## src/hw/lms_defs.svh

```systemverilog
// Offsets, field positions, reset values and timing counts of the linked motion sequencer
`ifndef LMS_DEFS_SVH
`define LMS_DEFS_SVH
// ----------------------------------------
// Register byte offsets
// ----------------------------------------
`define LMS_OFS_CTRL 8'h00
`define LMS_OFS_STATUS 8'h04
`define LMS_OFS_INT_STAT 8'h08
`define LMS_OFS_INT_CLR 8'h0C
`define LMS_OFS_INT_EN 8'h10
`define LMS_OFS_TAB_IDX 8'h14
`define LMS_OFS_TAB_DATA 8'h18
// ----------------------------------------
// Control and status fields
// ----------------------------------------
`define LMS_CTRL_EN 0
`define LMS_CTRL_ALM_CLR 1
`define LMS_CTRL_RST 32'h0000_0001
`define LMS_ST_READY 0
`define LMS_ST_MOVING 1
`define LMS_ST_ALARM 2
`define LMS_ST_DWELL 3
`define LMS_ST_CUR_LSB 8
`define LMS_INT_DONE 0
`define LMS_INT_ALARM 1
`define LMS_INT_STAGE 2
`define LMS_INT_W 3
// ----------------------------------------
// Entry word layout and function codes
// ----------------------------------------
`define LMS_E_FUNC_LSB 0
`define LMS_E_DIR 2
`define LMS_E_ACC_LSB 4
`define LMS_E_DEC_LSB 8
`define LMS_E_DWELL_LSB 12
`define LMS_FUNC_SINGLE 2'h0
`define LMS_FUNC_LINK 2'h1
`define LMS_FUNC_LINK2 2'h2
`define LMS_LAST_ENTRY 6'h3F
`define LMS_MAX_CHAIN 4
// ----------------------------------------
// Timing
// ----------------------------------------
`define LMS_CLK_NS 40
`define LMS_MS_NS 1000000
`define LMS_MS_CYCLES (`LMS_MS_NS / `LMS_CLK_NS)
`endif

```

## src/hw/lms_pkg.sv

```systemverilog
// Types shared by the linked motion sequencer
package lms_pkg;
  typedef enum logic [1:0] {LMS_IDLE, LMS_RUN, LMS_DWELL} lms_state_e;
  typedef logic [5:0] lms_idx_t;
endpackage : lms_pkg

```

## src/hw/lms_sync.sv

```systemverilog
// Two-stage synchroniser for pin inputs
`timescale 1ns/100ps
module lms_sync #(
  parameter int W = 1
) (
  input wire logic pclk,
  input wire logic presetn,
  input wire logic [W-1:0] din,
  output logic [W-1:0] dout
);
  logic [W-1:0] meta;

  genvar g;
  generate
    for (g = 0; g < W; g++)
    begin : g_bit
      always_ff @(posedge pclk or negedge presetn)
      begin
        if (!presetn)
        begin
          meta[g] <= 1'b0;
          dout[g] <= 1'b0;
        end
        else
        begin
          meta[g] <= din[g];
          dout[g] <= meta[g];
        end
      end
    end
  endgenerate
endmodule : lms_sync

```

## src/hw/lms_dwell_timer.sv

```systemverilog
// Millisecond dwell timer with load and expiry pulse
`timescale 1ns/100ps
module lms_dwell_timer #(
  parameter int MS_CYCLES = 25000,
  parameter int DW = 16
) (
  input wire logic pclk,
  input wire logic presetn,
  input wire logic load,
  input wire logic [DW-1:0] load_ms,
  output logic active,
  output logic expired
);
  logic [DW-1:0] remain;
  logic [31:0] pre;
  wire logic pre_wrap = (pre == 32'(MS_CYCLES - 1));

  always_ff @(posedge pclk or negedge presetn)
  begin
    if (!presetn)
    begin
      active <= 1'b0;
      expired <= 1'b0;
      remain <= '0;
      pre <= 32'h0000_0000;
    end
    else if (load)
    begin
      active <= 1'b1;
      expired <= 1'b0;
      remain <= load_ms;
      pre <= 32'h0000_0000;
    end
    else
    begin
      expired <= active && (remain == '0);
      if (active && (remain == '0))
        active <= 1'b0;
      else if (active && pre_wrap)
      begin
        pre <= 32'h0000_0000;
        remain <= remain - 1'b1;
      end
      else if (active)
        pre <= pre + 32'h0000_0001;
    end
  end
endmodule : lms_dwell_timer

```

## src/hw/lms_sequencer.sv

```systemverilog
// Linked motion sequencer with APB register file and entry table
//
// Summary of operation
// A plain linked entry hands over to the next entry number with no stop in between.
// A chain ends at the first single-motion entry, and the motor stops after it.
// A chain holds at most four entries, and plain linked entries share one direction.
// Plain linked entries of differing direction raise the operation data alarm while running.
// Five or more chained entries of either linked kind raise the alarm at start.
// The last entry never links onward to entry zero and runs on its own.
// A plain linked chain keeps the acceleration and deceleration of its first entry.
// A second-kind linked entry lets the next entry turn the other way.
// After a second-kind linked entry the motor stops, dwells, then starts the next entry itself.
// Moving drops when a stage before a dwell ends and rises as the next stage starts.
// The host checks ready, sets the entry number on the select inputs, then raises start.
// Ready drops as the operation begins, and the host waits for that before releasing start.
// Ready returns only after the last entry of the whole chain has finished.
// Dwell is counted in milliseconds from the system clock, loaded when the stage ends.
//
// The placing of the registers and the APB register port are this design's own decisions.
`timescale 1ns/100ps
`include "lms_defs.svh"
module lms_sequencer
  import lms_pkg::*;
#(
  parameter int MS_CYCLES = `LMS_MS_CYCLES,
  parameter int ENTRIES = 64
) (
  input wire logic pclk,
  input wire logic presetn,
  input wire logic [7:0] paddr,
  input wire logic psel,
  input wire logic penable,
  input wire logic pwrite,
  input wire logic [31:0] pwdata,
  input wire logic [3:0] pstrb,
  output logic [31:0] prdata,
  output logic pready,
  output logic pslverr,
  input wire logic [5:0] data_select_inputs,
  input wire logic start_in,
  output logic ready,
  output logic moving,
  output logic alarm,
  output logic irq,
  output logic stage_start,
  output logic [5:0] stage_entry,
  output logic stage_dir,
  output logic [3:0] stage_accel,
  output logic [3:0] stage_decel,
  output logic stage_no_stop,
  input wire logic stage_done
);
  // ----------------------------------------
  // Storage and state
  // ----------------------------------------
  logic [31:0] table_mem [ENTRIES];
  logic [31:0] ctrl;
  logic [`LMS_INT_W-1:0] int_stat;
  logic [`LMS_INT_W-1:0] int_en;
  lms_idx_t tab_idx;
  lms_state_e state;
  lms_idx_t cur;
  logic start_prev;
  logic ev_done;
  logic ev_alarm;
  logic ev_stage;
  logic [5:0] sel_sync;
  logic start_sync;
  logic dwell_expired;

  // ----------------------------------------
  // Pin synchronisers
  // ----------------------------------------
  lms_sync #(.W(7)) u_sync (
    .pclk(pclk),
    .presetn(presetn),
    .din({start_in, data_select_inputs}),
    .dout({start_sync, sel_sync})
  );

  // ----------------------------------------
  // APB decode
  // ----------------------------------------
  wire logic setup = psel && !penable;
  wire logic wr_acc = psel && penable && pwrite;
  wire logic hit_ctrl = (paddr == `LMS_OFS_CTRL);
  wire logic hit_status = (paddr == `LMS_OFS_STATUS);
  wire logic hit_istat = (paddr == `LMS_OFS_INT_STAT);
  wire logic hit_iclr = (paddr == `LMS_OFS_INT_CLR);
  wire logic hit_ien = (paddr == `LMS_OFS_INT_EN);
  wire logic hit_tidx = (paddr == `LMS_OFS_TAB_IDX);
  wire logic hit_tdata = (paddr == `LMS_OFS_TAB_DATA);
  wire logic hit_any = hit_ctrl || hit_status || hit_istat || hit_iclr || hit_ien || hit_tidx || hit_tdata;
  wire logic [31:0] bmask = {{8{pstrb[3]}}, {8{pstrb[2]}}, {8{pstrb[1]}}, {8{pstrb[0]}}};
  wire logic [31:0] wr_ctrl = (ctrl & ~bmask) | (pwdata & bmask);
  wire logic [31:0] wr_tab = (table_mem[tab_idx] & ~bmask) | (pwdata & bmask);
  wire logic alm_clr = wr_acc && hit_ctrl && pstrb[0] && pwdata[`LMS_CTRL_ALM_CLR];
  wire logic [`LMS_INT_W-1:0] iclr = (wr_acc && hit_iclr && pstrb[0]) ? pwdata[`LMS_INT_W-1:0] : '0;
  wire logic enable = ctrl[`LMS_CTRL_EN];

  assign pready = 1'b1;
  assign pslverr = psel && penable && !hit_any;

  // ----------------------------------------
  // Chain walk from the selected entry
  // ----------------------------------------
  lms_idx_t walk_idx [`LMS_MAX_CHAIN];
  logic [`LMS_MAX_CHAIN-1:0] walk_self;
  logic [`LMS_MAX_CHAIN-1:0] walk_link;

  // four entry limit
  genvar k;
  generate
    for (k = 0; k < `LMS_MAX_CHAIN; k++)
    begin : g_walk
      assign walk_idx[k] = sel_sync + 6'(k);
      // last entry
      assign walk_self[k] = (table_mem[walk_idx[k]][`LMS_E_FUNC_LSB+:2] != `LMS_FUNC_SINGLE)
        && (walk_idx[k] != `LMS_LAST_ENTRY);
      if (k == 0)
      begin : g_head
        assign walk_link[k] = walk_self[k];
      end
      else
      begin : g_tail
        assign walk_link[k] = walk_self[k] && walk_link[k-1];
      end
    end
  endgenerate

  // length check
  wire logic too_long = walk_link[`LMS_MAX_CHAIN-1];

  // ----------------------------------------
  // Current and next entry fields
  // ----------------------------------------
  wire lms_idx_t nxt = cur + 6'h01;
  wire logic [31:0] cur_e = table_mem[cur];
  wire logic [31:0] nxt_e = table_mem[nxt];
  wire logic [31:0] sel_e = table_mem[sel_sync];
  wire logic [1:0] cur_func = cur_e[`LMS_E_FUNC_LSB+:2];
  // no wrap
  wire logic cur_links = (cur_func != `LMS_FUNC_SINGLE) && (cur != `LMS_LAST_ENTRY);
  wire logic cur_plain = cur_links && (cur_func == `LMS_FUNC_LINK);
  // direction clash
  wire logic dir_clash = cur_plain && (nxt_e[`LMS_E_DIR] != cur_e[`LMS_E_DIR]);
  wire logic nxt_plain = (nxt_e[1:0] == `LMS_FUNC_LINK) && (nxt != `LMS_LAST_ENTRY);
  wire logic sel_plain = (sel_e[1:0] == `LMS_FUNC_LINK) && (sel_sync != `LMS_LAST_ENTRY);

  // start edge
  wire logic start_edge = start_sync && !start_prev;
  wire logic idle = (state == LMS_IDLE);
  wire logic take = idle && start_edge && enable && !alarm;
  wire logic launch = take && !too_long;
  wire logic run_done = (state == LMS_RUN) && stage_done;
  // chain end
  wire logic chain_end = run_done && !cur_links;
  wire logic clash_stop = run_done && dir_clash;
  // direct handover
  wire logic hop_plain = run_done && cur_plain && !dir_clash;
  // enter dwell
  wire logic hop_dwell = run_done && cur_links && !cur_plain;
  wire logic dwell_go = (state == LMS_DWELL) && dwell_expired;

  // ----------------------------------------
  // Next state
  // ----------------------------------------
  lms_state_e next_state;
  always_comb
  begin
    next_state = state;
    unique case (state)
      LMS_IDLE:
        if (launch)
          next_state = LMS_RUN;
      LMS_RUN:
        if (chain_end || clash_stop)
          next_state = LMS_IDLE;
        else if (hop_dwell)
          next_state = LMS_DWELL;
      LMS_DWELL:
        if (dwell_go)
          next_state = LMS_RUN;
    endcase
  end

  // ----------------------------------------
  // Dwell timer
  // ----------------------------------------
  // millisecond dwell
  lms_dwell_timer #(.MS_CYCLES(MS_CYCLES), .DW(16)) u_dwell (
    .pclk(pclk),
    .presetn(presetn),
    .load(hop_dwell),
    .load_ms(cur_e[`LMS_E_DWELL_LSB+:16]),
    .active(),
    .expired(dwell_expired)
  );

  // ----------------------------------------
  // Sequencer registers
  // ----------------------------------------
  always_ff @(posedge pclk or negedge presetn)
  begin
    if (!presetn)
    begin
      state <= LMS_IDLE;
      cur <= '0;
      start_prev <= 1'b0;
    end
    else
    begin
      state <= next_state;
      start_prev <= start_sync;
      if (take)
        cur <= sel_sync;
      else if (hop_plain || dwell_go)
        cur <= nxt;
    end
  end

  // ready drops
  // ready after chain
  assign ready = idle && enable && !alarm;
  // moving while running
  assign moving = (state == LMS_RUN);

  // ----------------------------------------
  // Stage command to the motion engine
  // ----------------------------------------
  always_ff @(posedge pclk or negedge presetn)
  begin
    if (!presetn)
    begin
      stage_start <= 1'b0;
      stage_entry <= '0;
      stage_dir <= 1'b0;
      stage_accel <= '0;
      stage_decel <= '0;
      stage_no_stop <= 1'b0;
    end
    else
    begin
      // launch or hand over
      stage_start <= launch || hop_plain || dwell_go;
      if (launch)
      begin
        stage_entry <= sel_sync;
        stage_dir <= sel_e[`LMS_E_DIR];
        stage_accel <= sel_e[`LMS_E_ACC_LSB+:4];
        stage_decel <= sel_e[`LMS_E_DEC_LSB+:4];
        stage_no_stop <= sel_plain;
      end
      // keep first ramp
      else if (hop_plain)
      begin
        stage_entry <= nxt;
        stage_dir <= nxt_e[`LMS_E_DIR];
        stage_no_stop <= nxt_plain;
      end
      // new direction allowed
      else if (dwell_go)
      begin
        stage_entry <= nxt;
        stage_dir <= nxt_e[`LMS_E_DIR];
        stage_accel <= nxt_e[`LMS_E_ACC_LSB+:4];
        stage_decel <= nxt_e[`LMS_E_DEC_LSB+:4];
        stage_no_stop <= nxt_plain;
      end
    end
  end

  // ----------------------------------------
  // Alarm and interrupt status
  // ----------------------------------------
  // alarm events
  assign ev_alarm = (take && too_long) || clash_stop;
  assign ev_done = chain_end;
  assign ev_stage = run_done;
  wire logic [`LMS_INT_W-1:0] ev_vec = {ev_stage, ev_alarm, ev_done};
  wire logic [`LMS_INT_W-1:0] next_int_stat = ev_vec | (int_stat & ~iclr);
  wire logic next_alarm = ev_alarm || (alarm && !alm_clr);

  always_ff @(posedge pclk or negedge presetn)
  begin
    if (!presetn)
    begin
      alarm <= 1'b0;
      int_stat <= '0;
      irq <= 1'b0;
    end
    else
    begin
      alarm <= next_alarm;
      int_stat <= next_int_stat;
      irq <= |(next_int_stat & int_en);
    end
  end

  // ----------------------------------------
  // Software registers and entry table
  // ----------------------------------------
  always_ff @(posedge pclk or negedge presetn)
  begin
    if (!presetn)
    begin
      ctrl <= `LMS_CTRL_RST;
      int_en <= '0;
      tab_idx <= '0;
    end
    else if (wr_acc)
    begin
      if (hit_ctrl)
        ctrl <= {30'h0000_0000, 1'b0, wr_ctrl[`LMS_CTRL_EN]};
      if (hit_ien && pstrb[0])
        int_en <= pwdata[`LMS_INT_W-1:0];
      if (hit_tidx && pstrb[0])
        tab_idx <= pwdata[5:0];
    end
  end

  always_ff @(posedge pclk)
  begin
    if (wr_acc && hit_tdata)
      table_mem[tab_idx] <= wr_tab;
  end

  // ----------------------------------------
  // Read data, captured in the setup phase
  // ----------------------------------------
  wire logic dwelling = (state == LMS_DWELL);
  wire logic [31:0] st_word = {18'h0_0000, cur, 4'h0, dwelling, alarm, moving, ready};
  wire logic [31:0] rd_mux =
    hit_ctrl ? ctrl :
    hit_status ? st_word :
    hit_istat ? {29'h0000_0000, int_stat} :
    hit_ien ? {29'h0000_0000, int_en} :
    hit_tidx ? {26'h000_0000, tab_idx} :
    hit_tdata ? table_mem[tab_idx] : 32'h0000_0000;

  always_ff @(posedge pclk or negedge presetn)
  begin
    if (!presetn)
      prdata <= 32'h0000_0000;
    else if (setup && !pwrite)
      prdata <= rd_mux;
  end
endmodule : lms_sequencer

```

## config.mk

```make
export PLATFORM = sky130hd
export DESIGN_NAME = lms_sequencer
export DESIGN_NICKNAME = d
export VERILOG_FILES = /design/src/hw/lms_pkg.sv /design/src/hw/lms_sync.sv /design/src/hw/lms_dwell_timer.sv /design/src/hw/lms_sequencer.sv
export VERILOG_INCLUDE_DIRS = /design/src /design/src/hw
export SDC_FILE = /design/constraint.sdc
export NUM_CORES = 2
export LEC_CHECK = 0
export BUFFER_PORTS_ARGS = -buffer_cell sky130_fd_sc_hd__buf_2
export CELL_PAD_IN_SITES_DETAIL_PLACEMENT = 0
export CELL_PAD_IN_SITES_GLOBAL_PLACEMENT = 1
export CORE_AREA = 2 2 486 488
export CTS_CLUSTER_SIZE = 24
export DETAILED_ROUTE_END_ITERATION = 10
export DIE_AREA = 0 0 488 490
export PLACE_DENSITY = 0.77
export SYNTH_ARGS = -nofsm -noshare
export SYNTH_HDL_FRONTEND = slang
export SYNTH_SLANG_ARGS = --single-unit
```

## constraint.sdc

```tcl
create_clock -name pclk -period 8.6 [get_ports pclk]
set_clock_uncertainty 0.05 [all_clocks]
set_input_delay 0.86 -clock pclk [delete_from_list [all_inputs] [get_ports pclk]]
set_output_delay 0.86 -clock pclk [all_outputs]
set_load 0.02 [all_outputs]
```

# [Word level (Yosys, flattened, before mapping)]
# Memories as Yosys holds them, arrays and structs flattened.
# Cells that the tools add are included.
[op_classes] n_addsub=6 eq_ne=24 mux=41 bitwise_logic=10 n_reduce_logical=88
[ops] cell="2-to-1 mux 32 bit" count=10
[ops] cell="AND 32 bit" count=2
[ops] cell="2-to-1 mux 16 bit" count=3
[ops] cell="logical AND 1 bit" count=44
[ops] cell="inequality test 6 bit, second input constant" count=6
[ops] cell="adder 32 x 1 -> 32 bit, second input constant" count=1
[ops] cell="== test 32 x 15 -> 1 bit, second input constant" count=1
[ops] cell="NOT 32 bit" count=1
[ops] cell="bitwise OR 32 bit" count=1
[ops] cell="2-to-1 mux 6 bit" count=5
[ops] cell="== test 8 x 5 -> 1 bit, second input constant" count=3
[ops] cell="2-to-1 mux 4 bit" count=6
[ops] cell="nonzero test 2 bit" count=9
[ops] cell="== test 8 x 4 -> 1 bit, second input constant" count=2
[ops] cell="logical NOT 16 bit" count=1
[ops] cell="subtractor 16 x 1 -> 16 bit, second input constant" count=1
[ops] cell="adder 6 x 1 -> 6 bit, second input constant" count=2
[ops] cell="adder 6 x 2 -> 6 bit, second input constant" count=2
[ops] cell="logical OR 1 bit" count=12
[ops] cell="AND reduction 2 bit" count=6
[ops] cell="2-to-1 mux 1 bit" count=11
[ops] cell="logical NOT 1 bit" count=10
[ops] cell="== test 2 x 1 -> 1 bit, second input constant" count=4
[ops] cell="== test 8 x 3 -> 1 bit, second input constant" count=1
[ops] cell="other kinds (18)" count=25
[totals] register_bits=137 ramBits=2048 in_bits=57 memories=1
[mem_list] name="table_mem" words=64 width=32 read_ports=7 rd_clocked_by_memory_dff=0 write_ports=1 line_no="lms_sequencer.sv:56" text="logic [31:0] table_mem [ENTRIES];"

# [Logic depth before layout (Yosys ltp)]
# An unclocked memory read counts as a cell.
[logic_depth] depth_word=12 depth_mapped=18 depth_no_buf=11

# [Modules after synthesis]
# From an unflattened synthesis, not the netlist that was laid out.
[hier_totals] hier_cells=6352 area_unflattened_um2=103790.8
[by_module_without_submodules] mod="lms_sequencer" n_inst=1 cells_each=5993 area_per_inst_um2=100331.2
[by_module_without_submodules] mod="lms_dwell_timer" n_inst=1 cells_each=345 area_per_inst_um2=3109.2
[by_module_without_submodules] mod="lms_sync" n_inst=1 cells_each=14 area_per_inst_um2=350.3

# [Worst setup path after synthesis]
# OpenSTA, ideal clock, no wires.
[synth_path] kind="reg-to-reg" from="register tab_idx[2]" to="memory table_mem[0][23], data pin" setup_ps=563 t_arrival_ps=4358 setup_slack_ps=3628 path_stages_with_launch=12 n_path_buf=5 synth_period_minus_slack_ps=4972 cell_sequence="dfrtp_1 clkbuf_1 nor3b_1 clkbuf_1 clkbuf_1 clkbuf_1 clkbuf_1 a22oi_1 a31oi_1 a21oi_1 and3_1 mux2i_1"
[synth_via] elab_chain_cells=3
[synth_lines] item="from (decl)" line_no="lms_sequencer.sv:60" text="lms_idx_t tab_idx;"
[synth_lines] item="from (signal assigned)" line_no="lms_sequencer.sv:318" text="tab_idx <= pwdata[5:0];"
[synth_lines] item="memory read (64 x 32 bit)"
[synth_lines] item="AND 32 bit" line_no="lms_sequencer.sv:96" text="wire logic [31:0] wr_tab = (table_mem[tab_idx] & ~bmask) | (pwdata & bmask);"
[synth_lines] item="bitwise OR 32 bit" line_no="lms_sequencer.sv:96"
[synth_lines] item="net wr_tab[23]" line_no="lms_sequencer.sv:96"
[synth_lines] item="to (decl)" line_no="lms_sequencer.sv:56"
# The timed path passes the listed nets, and every way through them passes these cells.

# [Worst setup path in the final report]
[layout_path] from="register tab_idx[1]" to="memory table_mem[60][2], data pin"
# Same word-level chain as after synthesis.

==> results.yml <==
synthesis:
  synthArstFlopShare_pct: 6.27
  synth-warning-count: 0
  yosysSeqAreaShare_pct: 62.0
  muxShareOfSynthArea_pct: 17.5
  synthTopCellsByArea: "edfxtp_1 59%, mux4_2 12%, a22oi_1 3.7%"
  synth_top_family_by_area: "multiplexers"
  synth_fp_nets: 6878
  synth_area_um2: 105000
  synthAdderAreaFrac_pct: 0.131
  yosys.area_share.xor_xnor_pct: 0.440
  avgSynthCellArea_um2: 15.4
  yosys.area_share.simple_pct: 3.87
  ys_ff_latch: 2185
  synth-compound-area-share_pct: 13.5
  synth_top_area_cell: "edfxtp_1"
  ys_types: 82
  postSynthCellCount: 6810
  yosysTopAreaCellShare_pct: 58.7
  synth_edf_count: 2048
  synth_flop_cell: "edfxtp_1"
min_path:
  hold_path_depth: 1
  min_to: "u_sync.meta[6]"
  hp-class: "primary input to flop"
  hp-start: "start_in"
timing:
  period_share_pct: 67.5
  setup_slack_ps: 2800
  rsz0062_at_grt: "false"
  holdWs_ps: 10.9
  tns_ps: 0
  tightest_slew_ps: 1490
  hold_viol: 0
  maxSlewViolCount: 0
  clock.fmax_mhz: 172
  setup_viol: 0
  max_slew_margin_pct: 0.869
  post-route-min-period_ps: 5800
critical_path:
  crit_path_top_delay_cell: "mux2_2"
  cp-startpoint: "tab_idx[1]"
  cp.arrival_ps: 6260
  rr_worst_depth: 10
  worstSetupPathType: "flop to flop"
  worstSetupStartpointType: "flop"
  path_buf_inv: 3
  cpPeakStageDelay_ps: 980
  worstPathRequired_ps: 9060
  critical_path.max_fanout: 64
  worst_path_most_repeated_cell: "buf_4"
  ff2ff_setup_slack_ps: 2800
  cp_top_family: "buffers and inverters"
  end_kind: "flop"
  r2r_start: "tab_idx[1]"
  crit_chain: "buf_4, and3b_4, buf_4, buf_4, a22oi_1, o211ai_1, nand2_1, o221ai_1, or3_1, mux2_2"
  worstReg2RegEnd: "table_mem[60][2]"
power_and_ir_drop:
  clock_power_share_pct: 37.7
  p_per_area_nw_per_um2: 230
  p_sw_share_pct: 28.2
  switchingPower_mw: 7.62
  ir_worst_vdd_v: 0.000193
  pwr-share-seq_pct: 43.8
  leakage_nw: 38.7
  pwr-share-comb_pct: 18.5
  power_mw: 27.0
  p_int_mw: 19.4
cells_and_area:
  n_fill_cell: 19100
  drive_above_1_share_pct: 22.3
  layout.nets: 6868
  syn2layout_area_growth_pct: 12.0
  utilization_pct: 50.1
  fin_cells: 10200
  fin_area_um2: 117000
placement:
  post_dp_cell_area_um2: 110000
  gp_congestion: 0.975
  place_ws_ps: 3010
  portBuffers: 110
  placedCellCount: 9726
  post-dp-hpwl_um: 248000
route:
  vias_per_cell: 7.53
  wl_per_cell_um: 41.0
  ant_nets: 0
  dr.pass1.iters: 9
  via_count: 76500
  drt-initial-drc-count: 15100
  finalWirelength_um: 416000
  drcViolationCount: 0
cts:
  clockBufferDepth: 3
  clk_pin_slew_ps: 60
  clk_latency_ps: 930
  cts-root-buf: "clkbuf_16"
  cts.sinks: 2185
  ctsHoldBuffers: 1
  htree_levels: 4
  cts_tree: "built"
  cts_resized: 0
  cts_buffers: 221
  post_cts_buffers: 0
status:
  status: "complete, but fails checks"
  violations: "max-capacitance violations"
floorplanning:
  coreArea_um2: 234000
  die_h_um: 490
  std_cell_rows: 178
  die_area_um2: 239000
  ios: 112
  die_w_um: 488
  initial_core_util_pct: 44.8
grt:
  grt_max_degree: 119
  grt_overflow: 0
  grt_use_total_pct: 34.0
  grt_pass1_wl_um: 574000
  antenna_found_initial: 20
  grt_pass1_vias: 72500
run:
  maxCapViolCount: 1
-- how the worst max path moves through the flow --
stage | endpoint | cells past startpoint
CTS | stage_entry[2] | 10
detailed placement | table_mem[51][15] | 8
floorplan | table_mem[0][23] | 11
finish | table_mem[60][2] | 10
global route | stage_decel[1] | 11
global placement | table_mem[51][26] | 8
-- synthesized netlist by cell type (136+ instances only) --
cell type / instances
a21oi_1: 313
a221oi_1: 226
a22o_1: 209
a22oi_1: 515
a31oi_1: 172
clkbuf_1: 291
dfrtp_1: 136
edfxtp_1: 2048
mux2_2: 136
mux2i_1: 375
mux4_2: 578
nand2_1: 230
nor2_1: 281
o21ai_0: 173
-- placed cells by master (no fill, tap or decap), drive strengths merged, types with 87 or more instances in the layout --
cell type,instances
a22o,209
o21ai,175
edfxtp,2048
clkbuf,279
a22oi,515
o22ai,95
nand2,230
mux2i,375
a31oi,172
clkinv,87
nor2,282
mux2,136
buf,335
dfrtp,136
a21oi,315
a221oi,226
mux4,578
o221ai,98
-- area by class of cell --
type | instances | area (um^2) | area share (%)
flip-flops and latches | 2185 | 65000 | 55.4
multi-input cells | 3992 | 38000 | 32.4
clock buffers | 278 | 5930 | 5.05
well taps | 3150 | 3940 | 3.36
repair buffers | 337 | 2520 | 2.14
clock inverters | 140 | 1690 | 1.44
inverters | 63 | 236 | 0.202
diodes | 10 | 25.0 | 0.0213
-- layer usage --
| metal | wire (um) | global-route usage, % | share of wire [%] | vias to the layer above |
|---|---|---|---|---|
| met2 | 173000 | 47.5 | 42 | 7819 |
| met1 | 141000 | 44.5 | 34 | 38300 |
| met3 | 69500 | 12.8 | 17 | 1581 |
| met4 | 31900 | 21.3 | 7.7 | 22 |
| li1 | - | - | - | 28800 |
| met5 | 201 | 0 | 0.048 | - |
-- registers in the layout (all words and copies together) (netlist names), named ones only --
register and flops:
table_mem 2048, prdata 32, u_dwell.pre 32, u_dwell.remain 16
u_sync.dout 7, u_sync.meta 7, cur 6, stage_entry 6
tab_idx 6, stage_accel 4, stage_decel 4, int_en 3
int_stat 3, state 2, alarm 1, irq 1
stage_dir 1, stage_no_stop 1, stage_start 1, start_prev 1
u_dwell.active 1, u_dwell.expired 1
-- power by group through the flow --
stage / combinational (mW) / sequential (mW) / clock (mW)
final: 5.00 / 11.8 / 10.2
after global routing: 5.08 / 11.8 / 10.6
after CTS: 4.82 / 11.8 / 10.2
after floorplan: 3.09 / 12.0 / 0
after detailed placement: 4.80 / 12.1 / 0
after global placement: 4.78 / 12.1 / 0
-- cells by family (layout without fill, tap and decap cells) --
family                   count (synthesis)  count (layout)
AO/OA/AOI/OAI                         1974            1974
adder cells (fa/ha/maj)                 11              11
AND/OR/NAND/NOR                        867             867
other                                    1              11
XOR/XNOR                                50              50
buffers and inverters                  633             818
flip-flops                            2185            2185
multiplexers                          1089            1089
(Power assumes the default switching activity.)
